File: src/logic/aas_pkg.sv
// constants, register layout and carrier types of the serial audio port
`default_nettype none
package aas_pkg;

    // ****************************************
    // widths
    // ****************************************
    localparam int DATA_W   = 32;
    localparam int ADDR_W   = 8;
    localparam int SAMPLE_W = 24;
    localparam int POS_W    = 11;
    localparam int DIV_W    = 8;

    // ****************************************
    // register offsets (byte addresses)
    // ****************************************
    localparam logic [ADDR_W-1:0] OFF_FORMAT  = 8'h04;
    localparam logic [ADDR_W-1:0] OFF_CLOCK   = 8'h08;
    localparam logic [ADDR_W-1:0] OFF_DIVIDER = 8'h0C;
    localparam logic [ADDR_W-1:0] OFF_STATUS  = 8'h10;

    // ****************************************
    // field positions
    // ****************************************
    localparam int F_SLOT_EN  = 13;
    localparam int F_SLOT_SEL = 12;
    localparam int F_POL_VAR  = 7;
    localparam int F_WL_LO    = 5;
    localparam int F_FMT_LO   = 3;
    localparam int C_MASTER   = 15;
    localparam int C_FORCE    = 11;

    // ****************************************
    // reset values and writable masks
    // ****************************************
    localparam logic [15:0]      RST_FORMAT  = 16'h0050;
    localparam logic [15:0]      RST_CLOCK   = 16'h0040;
    localparam logic [DIV_W-1:0] RST_DIVIDER = 8'h03;
    localparam logic [15:0]      MASK_FORMAT = 16'h30F8;
    localparam logic [15:0]      MASK_CLOCK  = 16'h8FFF;

    // ****************************************
    // encodings
    // ****************************************
    localparam logic [1:0] FMT_RJ  = 2'h0;
    localparam logic [1:0] FMT_LJ  = 2'h1;
    localparam logic [1:0] FMT_I2S = 2'h2;
    localparam logic [1:0] FMT_DSP = 2'h3;
    localparam logic [5:0] WL_BITS_16 = 6'h10;
    localparam logic [5:0] WL_BITS_20 = 6'h14;
    localparam logic [5:0] WL_BITS_24 = 6'h18;
    localparam logic [5:0] WL_BITS_32 = 6'h20;
    localparam logic [POS_W-1:0] POS_ONE = 11'h001;
    localparam logic [POS_W-1:0] POS_MAX = 11'h7FF;

    function automatic logic [5:0] aas_wl_bits(input logic [1:0] code);
        logic [5:0] bits;
        bits = WL_BITS_32;
        unique case (code)
            2'h0: bits = WL_BITS_16;
            2'h1: bits = WL_BITS_20;
            2'h2: bits = WL_BITS_24;
            2'h3: bits = WL_BITS_32;
        endcase
        return bits;
    endfunction

    // ****************************************
    // carriers
    // ****************************************
    typedef struct packed {
        logic              psel;
        logic              penable;
        logic              pwrite;
        logic [ADDR_W-1:0] paddr;
        logic [DATA_W-1:0] pwdata;
    } aas_apb_req_t;

    typedef struct packed {
        logic [DATA_W-1:0] prdata;
        logic              pready;
        logic              pslverr;
    } aas_apb_rsp_t;

    typedef struct packed {
        logic serial_sample_out;
        logic serial_sample_oe_n;
        logic bit_clock;
        logic bit_clock_oe_n;
        logic frame_align_clock;
        logic frame_align_oe_n;
    } aas_pins_t;

    typedef struct packed {
        logic [15:0]         format_word;
        logic [15:0]         clock_word;
        logic [DIV_W-1:0]    divider_word;
        aas_apb_rsp_t        rsp;
        aas_pins_t           pins;
        logic [2:0]          bclk_sync;
        logic [1:0]          frame_sync;
        logic [DIV_W-1:0]    div_cnt;
        logic [POS_W-1:0]    gen_pos;
        logic                frame_at_rise;
        logic [POS_W-1:0]    pos;
        logic [POS_W-1:0]    half_len;
        logic                chan_right;
        logic [SAMPLE_W-1:0] smp_left;
        logic [SAMPLE_W-1:0] smp_right;
    } aas_state_t;

    localparam aas_pins_t PINS_RESET = '{serial_sample_oe_n: 1'b1,
                                         bit_clock_oe_n:     1'b1,
                                         frame_align_oe_n:   1'b1,
                                         default:            1'b0};

    localparam aas_state_t ST_RESET = '{format_word:  RST_FORMAT,
                                        clock_word:   RST_CLOCK,
                                        divider_word: RST_DIVIDER,
                                        pins:         PINS_RESET,
                                        default:      '0};

endpackage
`default_nettype wire

File: src/logic/aas_serial_port.sv
// serial audio output port with apb register slave
//
// Operation
// - sample data leaves on data line, frame align clock and bit clock.
// - master drives bit and frame clocks; slave takes both as inputs unless bit 11 forces the frame clock out.
// - every format shifts each sample word most significant bit first.
// - slot mode exists in all formats, data in one of two slots.
// - clock control bit 15 selects master (1) or slave (0), resets slave.
// - clock control bit 11 forces frame clock out even as slave.
// - slot mode works both roles, all formats, lengths; enable plus select.
// - format bit 13 enables slots, bit 12 picks slot; both reset 0.
// - in slot mode data line is released before and after own word.
// - word length bits 6:5 give 16, 20, 24, 32; reset 24.
// - format bits 4:3 give rj, lj, i2s, dsp; reset i2s.
// - with 32-bit words the last 8 bit positions stay undriven.
// - bit clock comes from a programmable divider set by software.
// - bit clock, frame clock and data edges sit at repeatable positions.
// - right justified: lsb on last rising edge before frame transition.
// - left justified: msb on first rising edge after frame transition.
// - i2s: msb on second rising edge after frame transition.
// - spare bit clock cycles within a half frame are tolerated.
// - dsp: left msb on first (variant b) or second (a) edge.
// - dsp: right word follows left word without any gap.
// - dsp master: frame clock is one short pulse per sample.
// - dsp mono: left word carries the sample, receiver takes it.
`timescale 1ns/100ps
`default_nettype none
module aas_serial_port
    import aas_pkg::*;
(
    // clock and reset
    input  wire  logic                mclk_i,
    input  wire  logic                arst_n_i,
    // register bus
    input  wire  aas_apb_req_t        apb_req_i,
    output var   aas_apb_rsp_t        apb_rsp_o,
    // converter samples
    input  wire  logic [SAMPLE_W-1:0] adc_left_i,
    input  wire  logic [SAMPLE_W-1:0] adc_right_i,
    // link pins
    input  wire  logic                bit_clock_i,
    input  wire  logic                frame_align_clock_i,
    output var   aas_pins_t           pins_o
);

    // ****************************************
    // state and decoded controls
    // ****************************************
    aas_state_t          st_reg;
    aas_state_t          st_next;
    logic                master;
    logic                force_out;
    logic                frame_self;
    logic                slot_en;
    logic                slot_sel;
    logic                pol_var;
    logic [1:0]          fmt;
    logic                dsp;
    logic [POS_W-1:0]    wl11;
    logic [POS_W-1:0]    rate;
    logic                left_lvl;
    logic                tick;
    logic                rise_ev;
    logic                fall_ev;
    logic [POS_W-1:0]    gen_pos_n;
    logic                frame_gen;
    logic                frame_f;
    logic                trans;
    logic                frame_start;
    logic [POS_W-1:0]    p;
    logic [POS_W-1:0]    hl;
    logic                ch_r;
    logic                latch;
    logic [SAMPLE_W-1:0] smp_l_v;
    logic [SAMPLE_W-1:0] smp_r_v;
    logic [POS_W-1:0]    span;
    logic [POS_W-1:0]    base;
    logic [POS_W-1:0]    soff;
    logic [POS_W-1:0]    rel;
    logic                hit;
    logic                use_right;
    logic [POS_W-1:0]    d;
    logic                in_sample;
    logic [4:0]          bit_idx;
    logic                access;
    logic                mapped;
    logic [DATA_W-1:0]   rdata;

    assign master     = st_reg.clock_word[C_MASTER];
    assign force_out  = st_reg.clock_word[C_FORCE];
    assign frame_self = master | force_out;
    assign slot_en    = st_reg.format_word[F_SLOT_EN];
    assign slot_sel   = st_reg.format_word[F_SLOT_SEL];
    assign pol_var    = st_reg.format_word[F_POL_VAR];
    assign fmt        = st_reg.format_word[F_FMT_LO+:2];
    assign dsp        = (fmt == FMT_DSP);
    assign wl11       = {5'h00, aas_wl_bits(st_reg.format_word[F_WL_LO+:2])};
    assign rate       = st_reg.clock_word[POS_W-1:0];
    // with format bit 7 clear, i2s puts the left word on the low frame level, rj and lj on high
    assign left_lvl   = (fmt != FMT_I2S) ^ pol_var;
    assign access     = apb_req_i.psel & apb_req_i.penable;

    always_comb begin
        st_next     = st_reg;
        tick        = 1'b0;
        rise_ev     = 1'b0;
        fall_ev     = 1'b0;
        gen_pos_n   = '0;
        frame_gen   = 1'b0;
        frame_f     = 1'b0;
        trans       = 1'b0;
        frame_start = 1'b0;
        p           = '0;
        hl          = '0;
        ch_r        = 1'b0;
        latch       = 1'b0;
        smp_l_v     = '0;
        smp_r_v     = '0;
        span        = '0;
        base        = '0;
        soff        = '0;
        rel         = '0;
        hit         = 1'b0;
        use_right   = 1'b0;
        d           = '0;
        in_sample   = 1'b0;
        bit_idx     = '0;
        mapped      = 1'b0;
        rdata       = '0;

        // ****************************************
        // pin synchronisers
        // ****************************************
        st_next.bclk_sync  = {st_reg.bclk_sync[1:0], bit_clock_i};
        st_next.frame_sync = {st_reg.frame_sync[0], frame_align_clock_i};

        // ****************************************
        // bit clock source
        // ****************************************
        // half period is divider_word + 1 master clocks
        if (master) begin
            tick = (st_reg.div_cnt == st_reg.divider_word);
            st_next.div_cnt = tick ? '0 : st_reg.div_cnt + 1'b1;
            if (tick) begin
                st_next.pins.bit_clock = ~st_reg.pins.bit_clock;
            end
            rise_ev = tick & ~st_reg.pins.bit_clock;
            fall_ev = tick & st_reg.pins.bit_clock;
        end else begin
            st_next.div_cnt        = '0;
            st_next.pins.bit_clock = 1'b0;
            rise_ev = st_reg.bclk_sync[1] & ~st_reg.bclk_sync[2];
            fall_ev = ~st_reg.bclk_sync[1] & st_reg.bclk_sync[2];
        end
        st_next.pins.bit_clock_oe_n   = ~master;
        st_next.pins.frame_align_oe_n = ~frame_self;

        // ****************************************
        // frame clock generator
        // ****************************************
        // runs from whichever bit clock is active, so forced output
        // in slave role stays locked to the far bit clock
        gen_pos_n = (st_reg.gen_pos >= rate - POS_ONE) ? '0
                  : st_reg.gen_pos + POS_ONE;
        if (dsp) begin
            frame_gen = (gen_pos_n == '0);
        end else begin
            frame_gen = (gen_pos_n < (rate >> 1)) ? left_lvl : ~left_lvl;
        end
        if (!frame_self) begin
            st_next.gen_pos                = '0;
            st_next.pins.frame_align_clock = 1'b0;
        end else if (fall_ev) begin
            st_next.gen_pos                = gen_pos_n;
            st_next.pins.frame_align_clock = frame_gen;
        end

        // ****************************************
        // frame tracking
        // ****************************************
        if (rise_ev) begin
            st_next.frame_at_rise = frame_self
                                  ? st_reg.pins.frame_align_clock
                                  : st_reg.frame_sync[1];
        end
        frame_f = frame_self ? frame_gen : st_reg.frame_sync[1];
        // a change seen at a fall means the next rise is the first one
        trans       = frame_f ^ st_reg.frame_at_rise;
        frame_start = dsp ? (trans & frame_f) : trans;
        p  = frame_start ? '0
           : (st_reg.pos == POS_MAX) ? st_reg.pos
           : st_reg.pos + POS_ONE;
        hl = frame_start ? st_reg.pos + POS_ONE : st_reg.half_len;
        ch_r  = frame_start ? (~dsp & (frame_f ^ left_lvl))
              : st_reg.chan_right;
        latch = frame_start & (dsp | (frame_f == left_lvl));
        smp_l_v = latch ? adc_left_i : st_reg.smp_left;
        smp_r_v = latch ? adc_right_i : st_reg.smp_right;

        // ****************************************
        // word placement
        // ****************************************
        span = dsp ? (wl11 << 1) : wl11;
        unique case (fmt)
            FMT_RJ:  base = hl - (slot_en ? (wl11 << 1) : wl11);
            FMT_LJ:  base = '0;
            FMT_I2S: base = POS_ONE;
            FMT_DSP: base = pol_var ? '0 : POS_ONE;
        endcase
        soff = (slot_en & slot_sel) ? span : '0;
        rel  = p - base - soff;
        hit  = (rel < span);
        // left word first in dsp; mono receivers take it alone
        use_right = dsp ? (rel >= wl11) : ch_r;
        d = (dsp && rel >= wl11) ? rel - wl11 : rel;
        in_sample = (d < POS_W'(SAMPLE_W));
        bit_idx   = 5'(SAMPLE_W - 1) - d[4:0];

        // ****************************************
        // data line, updated on falling edges
        // ****************************************
        if (fall_ev) begin
            st_next.pos        = p;
            st_next.half_len   = hl;
            st_next.chan_right = ch_r;
            st_next.smp_left   = smp_l_v;
            st_next.smp_right  = smp_r_v;
            if (hit && in_sample) begin
                st_next.pins.serial_sample_out  = use_right
                                                ? smp_r_v[bit_idx]
                                                : smp_l_v[bit_idx];
                st_next.pins.serial_sample_oe_n = 1'b0;
            end else if (hit || slot_en) begin
                st_next.pins.serial_sample_out  = 1'b0;
                st_next.pins.serial_sample_oe_n = 1'b1;
            end else begin
                st_next.pins.serial_sample_out  = 1'b0;
                st_next.pins.serial_sample_oe_n = 1'b0;
            end
        end

        // ****************************************
        // apb slave
        // ****************************************
        // one wait state; writes land on the edge that samples pready
        unique case (apb_req_i.paddr)
            OFF_FORMAT: begin
                mapped = 1'b1;
                rdata  = {16'h0000, st_reg.format_word & MASK_FORMAT};
            end
            OFF_CLOCK: begin
                mapped = 1'b1;
                rdata  = {16'h0000, st_reg.clock_word & MASK_CLOCK};
            end
            OFF_DIVIDER: begin
                mapped = 1'b1;
                rdata  = {24'h000000, st_reg.divider_word};
            end
            OFF_STATUS: begin
                mapped = 1'b1;
                rdata  = {5'h00, st_reg.half_len, 5'h00, st_reg.pos};
            end
            default: begin
                mapped = 1'b0;
                rdata  = '0;
            end
        endcase
        st_next.rsp.pready  = access & ~st_reg.rsp.pready;
        st_next.rsp.pslverr = access & ~st_reg.rsp.pready & ~mapped;
        st_next.rsp.prdata  = (access & ~st_reg.rsp.pready
                               & ~apb_req_i.pwrite) ? rdata : '0;
        if (access && st_reg.rsp.pready && apb_req_i.pwrite) begin
            unique case (apb_req_i.paddr)
                OFF_FORMAT:  st_next.format_word =
                    apb_req_i.pwdata[15:0] & MASK_FORMAT;
                OFF_CLOCK:   st_next.clock_word =
                    apb_req_i.pwdata[15:0] & MASK_CLOCK;
                OFF_DIVIDER: st_next.divider_word =
                    apb_req_i.pwdata[DIV_W-1:0];
                default:     st_next.divider_word = st_reg.divider_word;
            endcase
        end
    end

    always_ff @(posedge mclk_i or negedge arst_n_i) begin
        if (!arst_n_i) begin
            st_reg <= ST_RESET;
        end else begin
            st_reg <= st_next;
        end
    end

    assign apb_rsp_o = st_reg.rsp;
    assign pins_o    = st_reg.pins;
endmodule
`default_nettype wire
File: config.mk
export PLATFORM = sky130hd
export DESIGN_NAME = aas_serial_port
export DESIGN_NICKNAME = d
export VERILOG_FILES = /design/src/logic/aas_pkg.sv /design/src/logic/aas_serial_port.sv
export SDC_FILE = /design/constraint.sdc
export NUM_CORES = 1
export LEC_CHECK = 0
export BUFFER_PORTS_ARGS = -buffer_cell sky130_fd_sc_hd__buf_2
export CELL_PAD_IN_SITES_DETAIL_PLACEMENT = 0
export CELL_PAD_IN_SITES_GLOBAL_PLACEMENT = 1
export CORE_MARGIN = 4
export CORE_UTILIZATION = 34
export DETAILED_ROUTE_END_ITERATION = 8
export HOLD_SLACK_MARGIN = 0.02
export PLACE_DENSITY = 0.67
export SLEW_MARGIN = 10
export SYNTH_ARGS = -nofsm -noshare
export SYNTH_HDL_FRONTEND = slang
export SYNTH_SLANG_ARGS = --single-unit
File: constraint.sdc
create_clock -name mclk_i -period 10.4 [get_ports mclk_i]
set_clock_uncertainty 0.2 [all_clocks]
set_input_delay 0.52 -clock mclk_i [delete_from_list [all_inputs] [get_ports mclk_i]]
set_output_delay 0.52 -clock mclk_i [all_outputs]
set_load 0.01 [all_outputs]
==> flow_metrics.tcl, run 1 <==
set metrics [dict create \
    rr_worst_depth 50 \
    numCtsBuffers 17 \
    ios 135 \
    cts_tree "yes" \
    routed_wl_um 31300 \
    status "finished clean" \
    core_sq_mm 0.0325 \
    cap_violations 0 \
    cts_buffer_depth 2 \
    pwr_density_cell_mw_per_mm2 410 \
    min_delay_worst_endpoint "master$_DFFE_PN0P_" \
    p_int_mw 2.93 \
    hpwl_um 22900 \
    postRouteAntennaNets 0 \
    gp_congestion 0.842 \
    layout-drive-gt1-share 0.306 \
    diodes 0 \
    clkTransAtPathRegs_ps 80 \
    vdd_drop_max_v 0.000327 \
    synth_compound_area_frac 0.154 \
    die_h_um 189 \
    synthArstFlopShare 1.00 \
    regToRegEndpoint "pins_o[5]$_DFFE_PN0P_" \
    synthAdderAreaFrac 0.0705 \
    antenna_found_initial 0 \
    ys_ff_latch 158 \
    areaGrowthSynthToFinish_pct 19.7 \
    cpPeakStageDelay_ps 510 \
    wl_met1_um 15500 \
    synth_top_family_by_area "simple AND/OR/NAND/NOR gates" \
    min_period_ps 9850 \
    clock_latency_ps 450 \
    ys.flop_type "dfrtp_1" \
    max_freq_mhz 102 \
    comb_power_share 0.719 \
    ys_warn_count 0 \
    hold_depth 3 \
    yosysSeqAreaShare 0.355 \
    synth_enable_flop_cells 0 \
    worstPathArrival_ps 10000 \
    synth_xor_area_frac 0.0431 \
    syn_avg_cell_area_sq_um 9.26 \
    grt_pass1_vias 8947 \
    route.detailed.drc 0 \
    seqPwrFrac 0.162 \
    layout.nets 1465 \
    grt.total_usage 0.173 \
    timing.hold.worst.start "apb_req_i[15]" \
    p_leak_nw 6.06 \
    wl_per_cell_um 17.7 \
    grt_pass1_wl_um 49700 \
    clockRootBuffer "clkbuf_16" \
    fin_worst_hold_slack_ps 69.0 \
    cts_htree_levels 4 \
    tightest_slew_ps 1110 \
    cp_max_fo 5 \
    rows 66 \
    drtIter0Drc 575 \
    synthMuxAreaShare 0.136 \
    netlist_area_sq_mm 0.0112 \
    worstSetupPathType "register to register" \
    via_count 9239 \
    finalHoldViolations 0 \
    wl_met2_um 14200 \
    synth_cells 1204 \
    setup_viol 0 \
    p_sw_frac 0.465 \
    synth-simple-area-share 0.171 \
    largest_register_ffs 103 \
    crit-reg2reg-launch "rate[5]$_DFFE_PN0P_" \
    portBuffers 111 \
    slew_violations 0 \
    topRoutingLayerUsed "met4" \
    hold_class "primary input to register" \
    dr.pass1.iters 5 \
    die_area_sq_mm 0.0358 \
    clkPwrFrac 0.119 \
    power.switching_mw 2.55 \
    route.met3.wl_um 1430 \
    fin_crit_sh 0.947 \
    dpl-instance-area_sq_mm 0.0123 \
    overflow 0 \
    cp_data_required_time_ps 10550 \
    viasPerCell 5.23 \
    slew_headroom 0.260 \
    synth.distinct_cells 83 \
    endpoint_kind "register" \
    grt_max_degree 86 \
    slowest_stage "fa_1" \
    start_kind "register" \
    start_util 0.344 \
    numClockSinks 158 \
    die_width_um 189 \
    fin_area_sq_mm 0.0133 \
    rrSetupSlack_ps 550 \
]
[stage by stage]
stage	utilization	cells	setup slack [ps]	power [mW]	setup TNS [ps]
2_1_floorplan	-	1209	2.42	3.49	0
3_3_place_gp	0.379	1722	103	4.51	0
3_5_place_dp	0.379	1722	95.0	4.54	0
4_1_cts	0.399	1757	25.9	5.23	0
5_1_grt	0.411	1767	-28.6	5.93	-28.6
6_report	0.411	1767	549	5.48	0
[cell usage after synthesis (9+ instances only)]
cell type,n,area (sq um)
dfrtp_1,150,3750
nand2_1,121,454
nor2_1,113,424
mux2_2,80,901
inv_1,54,203
o21ai_0,52,260
ha_1,50,626
clkbuf_1,47,176
a21oi_1,43,215
mux2i_1,43,430
buf_4,41,308
xnor2_1,37,324
nor3_1,32,160
nand3_1,31,155
and3_1,23,144
a22oi_1,16,120
xor2_1,16,140
buf_2,15,75.1
a221oi_1,14,123
o211ai_1,13,97.6
nand4_1,12,75.1
o311ai_0,12,105
a31oi_1,9,56.3
and2_1,9,56.3
nand2b_1,9,56.3
[placed cells by master, fill, tap and decap left out, types with 8 or more instances in the layout]
cell type and instances:
nand3_1 29, nand2b_1 9, inv_1 54, ha_1 40
nor2_2 8, buf_4 73, o311ai_0 12, xor2_1 15
nor2_1 101, dfrtp_1 150, a21oi_1 35, mux2i_1 42
and3_1 23, mux2_2 79, ha_4 8, a221oi_1 12
buf_2 111, nor3_1 25, nand4_1 12, nand2_1 118
a21o_1 8, o211ai_1 13, xnor2_1 35, o21ai_0 48
dfstp_2 8, o31ai_1 8, a22oi_1 16, and2_1 9
clkbuf_16 17
[critical path, delay by kind of cell, from the launching register on]
kind / cells / cell delay (ps)
flip-flops: 1 / 430
XOR/XNOR: 3 / 500
adder cells (fa/ha/maj): 9 / 2510
buffers and inverters: 5 / 640
multiplexers: 2 / 480
AND/OR/NAND/NOR: 14 / 2420
AO/OA/AOI/OAI: 17 / 2590
[layout make-up]
class                           instances  area (sq um)
Sequential cell                       158          3960
Clock inverter                         13           153
Timing Repair Buffer                  190          1170
Inverter                               55           206
Fill cell                            3227         19100
Tap cell                              442           553
Multi-Input combinational cell        890          6850
Clock buffer                           19           453
[worst max path at each step]
stage,startpoint,endpoint,slack (ps),depth (start not counted)
3_3_place_gp,rate[3]$_DFFE_PN0P_,pins_o[5]$_DFFE_PN0P_,100,51
6_report,rate[5]$_DFFE_PN0P_,pins_o[5]$_DFFE_PN0P_,550,50
4_1_cts,rate[3]$_DFFE_PN0P_,pins_o[5]$_DFFE_PN0P_,30,51
3_5_place_dp,rate[1]$_DFFE_PN0P_,pins_o[5]$_DFFE_PN0P_,100,52
5_1_grt,rate[5]$_DFFE_PN0P_,pins_o[5]$_DFFE_PN0P_,-30,53
2_1_floorplan,rate[6]$_DFFE_PN1P_,pins_o[5]$_DFFE_PN0P_,2,54
[power groups by stage]
stage | Sequential, mW | Clock, mW | Combinational, mW
2_1_floorplan | 0.842 | 0 | 2.65
3_3_place_gp | 0.889 | 0 | 3.62
3_5_place_dp | 0.894 | 0 | 3.65
4_1_cts | 0.882 | 0.665 | 3.68
5_1_grt | 0.902 | 0.695 | 4.33
6_report | 0.885 | 0.653 | 3.94
[layer usage]
layer	global-route usage	vias up
met4	0.0336	0
met3	0.0310	23
met5	0	-
met1	0.252	4478
li1	-	4504
met2	0.272	234
[kinds of logic after synthesis]
logic type      Yosys count
compound gates          241
xor+xnor                 54
fa+ha+maj                58
buf+inv                 161
flops                   158
mux                     132
other cells               1
simple gates            399
[repair_timing]
action / in CTS / in global routing
resized for setup: 1 / 65
setup buffers: 0 / 9
pin swaps: 1 / 21
gates cloned: 0 / 1
endpoints found under the hold margin: 80 / 0
hold buffers: 3 / 0
setup endpoints to repair: 1 / 2
No activity file was read; power rests on OpenSTA's default activity.
==> run 2, diff against run 1 <==
--- a/config.mk
+++ b/config.mk
@@ -9,10 +9,11 @@
 export CELL_PAD_IN_SITES_DETAIL_PLACEMENT = 0
 export CELL_PAD_IN_SITES_GLOBAL_PLACEMENT = 1
 export CORE_MARGIN = 4
-export CORE_UTILIZATION = 34
+export CORE_UTILIZATION = 41
 export DETAILED_ROUTE_END_ITERATION = 8
 export HOLD_SLACK_MARGIN = 0.02
-export PLACE_DENSITY = 0.67
+export PLACE_DENSITY = 0.78
+export REMOVE_ABC_BUFFERS = 1
 export SLEW_MARGIN = 10
 export SYNTH_ARGS = -nofsm -noshare
 export SYNTH_HDL_FRONTEND = slang
==> run 2 against run 1 <==
Net effect: via count about the same; die area down 16%; combinational power down 3%; power down 2.5%; register-to-register slack about the same; worst hold slack worse by 34 ps; non-clock buffer count down 11; global-route usage up 2.3 points; critical path depth down 4; core utilization up 7.2 points; sequential share of layout area up 0.84 points; first-iteration DRC count up 11%; critical endpoint unchanged; highest routed layer is now met5.
==> flow_metrics.tcl, run 2 (same netlist as run 1, synthesis figures left out) <==
set metrics [dict create \
    status "finished clean" \
    layout.nets 1454 \
    grt.total_usage 0.196 \
    cts_tree "yes" \
    hold_class "primary input to async pin" \
    fin_worst_hold_slack_ps 34.6 \
    cap_violations 0 \
    numCtsBuffers 17 \
    slowest_stage "fa_2" \
    cp_data_required_time_ps 10560 \
    clockRootBuffer "clkbuf_16" \
    dpl.cell_count 1617 \
    slew_violations 0 \
    slew_headroom 0.247 \
    worstSetupPathType "register to register" \
    setup_viol 0 \
    wl_per_cell_um 17.9 \
    cts_htree_levels 4 \
    clock_latency_ps 430 \
    drtIter0Drc 637 \
    crit_top_cell "ha_1" \
    layout_common_cells "150 x dfrtp_1, 119 x nand2_1, 110 x buf_2" \
    finalNonFillerCells 1655 \
    start_kind "register" \
    min_period_ps 9850 \
    die_area_sq_mm 0.0299 \
    cpPeakStageDelay_ps 510 \
    p_leak_nw 6.00 \
    max_freq_mhz 101 \
    clkTransAtPathRegs_ps 80 \
    viasPerCell 5.58 \
    cp_max_fo 5 \
    antenna_found_initial 1 \
    routed_wl_um 29600 \
    core_sq_mm 0.0269 \
    cts_buffer_depth 2 \
    ios 135 \
    postRouteAntennaNets 0 \
    dr.pass1.iters 5 \
    layout_commonest_cell "dfrtp_1" \
    start_util 0.415 \
    gp_congestion 0.843 \
    setup_tns_ps 0 \
    grt_pass1_wl_um 48500 \
    rows 60 \
    diodes 0 \
    areaGrowthSynthToFinish_pct 16.4 \
    tightest_slew_ps 1120 \
    total_power_mw 5.34 \
    via_count 9240 \
    hpwl_um 21500 \
    layout-drive-gt1-share 0.289 \
    overflow 0 \
    fin_crit_sh 0.947 \
    worstPathArrival_ps 10010 \
    numClockSinks 158 \
    die_h_um 173 \
    finalHoldViolations 0 \
    grt_pass1_vias 9125 \
    endpoint_kind "register" \
    die_width_um 173 \
    pwr_density_cell_mw_per_mm2 412 \
    vdd_drop_max_v 0.000311 \
    grt_max_degree 107 \
    largest_register_ffs 103 \
    route.detailed.drc 0 \
    portBuffers 111 \
]
## run 2: changes by cell type in the layout (fill, tap and decap cells not counted), moves of 3 or more
| cell | change |
|---|---|
| a21oi_2 | -3 |
| nor2_1 | +3 |
| ha_1 | +5 |
| ha_4 | -7 |
| buf_4 | -7 |
| a21oi_1 | +5 |
## run 2: what timing repair did
action                                 in CTS  in global routing
gates cloned                                0                  0
buffers inserted                            0                  5
setup endpoints to repair                   1                  2
endpoints found under the hold margin       1                  0
resized for setup                           2                 49
pin swaps                                   0                 14
hold buffers                                1                  0
## run 2: power by group
| group | total [mW] | internal [mW] | leakage (nW) | switching, mW |
|---|---|---|---|---|
| clock network | 0.644 | 0.353 | 0.297 | 0.291 |
| registers | 0.886 | 0.762 | 1.96 | 0.125 |
| logic | 3.81 | 1.75 | 3.74 | 2.06 |
## run 2: final cells by class
| cell class | count | area (sq um) |
|---|---|---|
| Multi-Input combinational cell | 890 | 6710 |
| Sequential cell | 158 | 3960 |
| Clock inverter | 13 | 146 |
| Tap cell | 341 | 427 |
| Timing Repair Buffer | 179 | 1080 |
| Inverter | 55 | 206 |
| Fill cell | 2544 | 13900 |
| Clock buffer | 19 | 453 |
## run 2: metrics by stage
stage / util / instance area (sq um) / worst slack, ps
floorplan: - / 10600 / -560
finish: 0.483 / 13000 / 547
detailed placement: 0.450 / 12100 / -26.0
CTS: 0.473 / 12700 / 56.4
global placement: 0.450 / 12100 / 43.2
global route: 0.483 / 13000 / -43.5
## run 2: final timing paths
check | from | to | slack, ps | depth (start not counted)
setup / recovery | rate[1]$_DFFE_PN0P_ | pins_o[5]$_DFFE_PN0P_ | 550 | 46
hold / removal | arst_n_i | st_reg[84]$_DFF_PN0_ | 30 | 1
setup reg to reg | rate[1]$_DFFE_PN0P_ | pins_o[5]$_DFFE_PN0P_ | 550 | 46
hold reg to reg | st_next[92]$_DFF_PN0_ | st_reg[92]$_DFF_PN0_ | 150 | 0
max in group asynchronous | arst_n_i | st_reg[60]$_DFFE_PN0P_ | 8640 | 2
min in group mclk_i | frame_align_clock_i | st_next[92]$_DFF_PN0_ | 50 | 1
## run 2: critical path: cells and delay by family (launching register included)
family	cells	cell delay [ps]
and+or+nand+nor	11	1910
adders and majority gates	9	2670
muxes	2	570
xor gates and xnor gates	2	310
buffers and inverters	6	690
AOI/OAI and AO/OA	16	3080
DFF	1	380
## run 2: per-layer routing
metal / vias to the layer above / GRT usage / share of wire
met5: - / 0 / 0.00044
met4: 2 / 0.0436 / 0.011
met3: 29 / 0.0328 / 0.049
met2: 268 / 0.314 / 0.46
met1: 4452 / 0.281 / 0.48
li1: 4489 / - / -
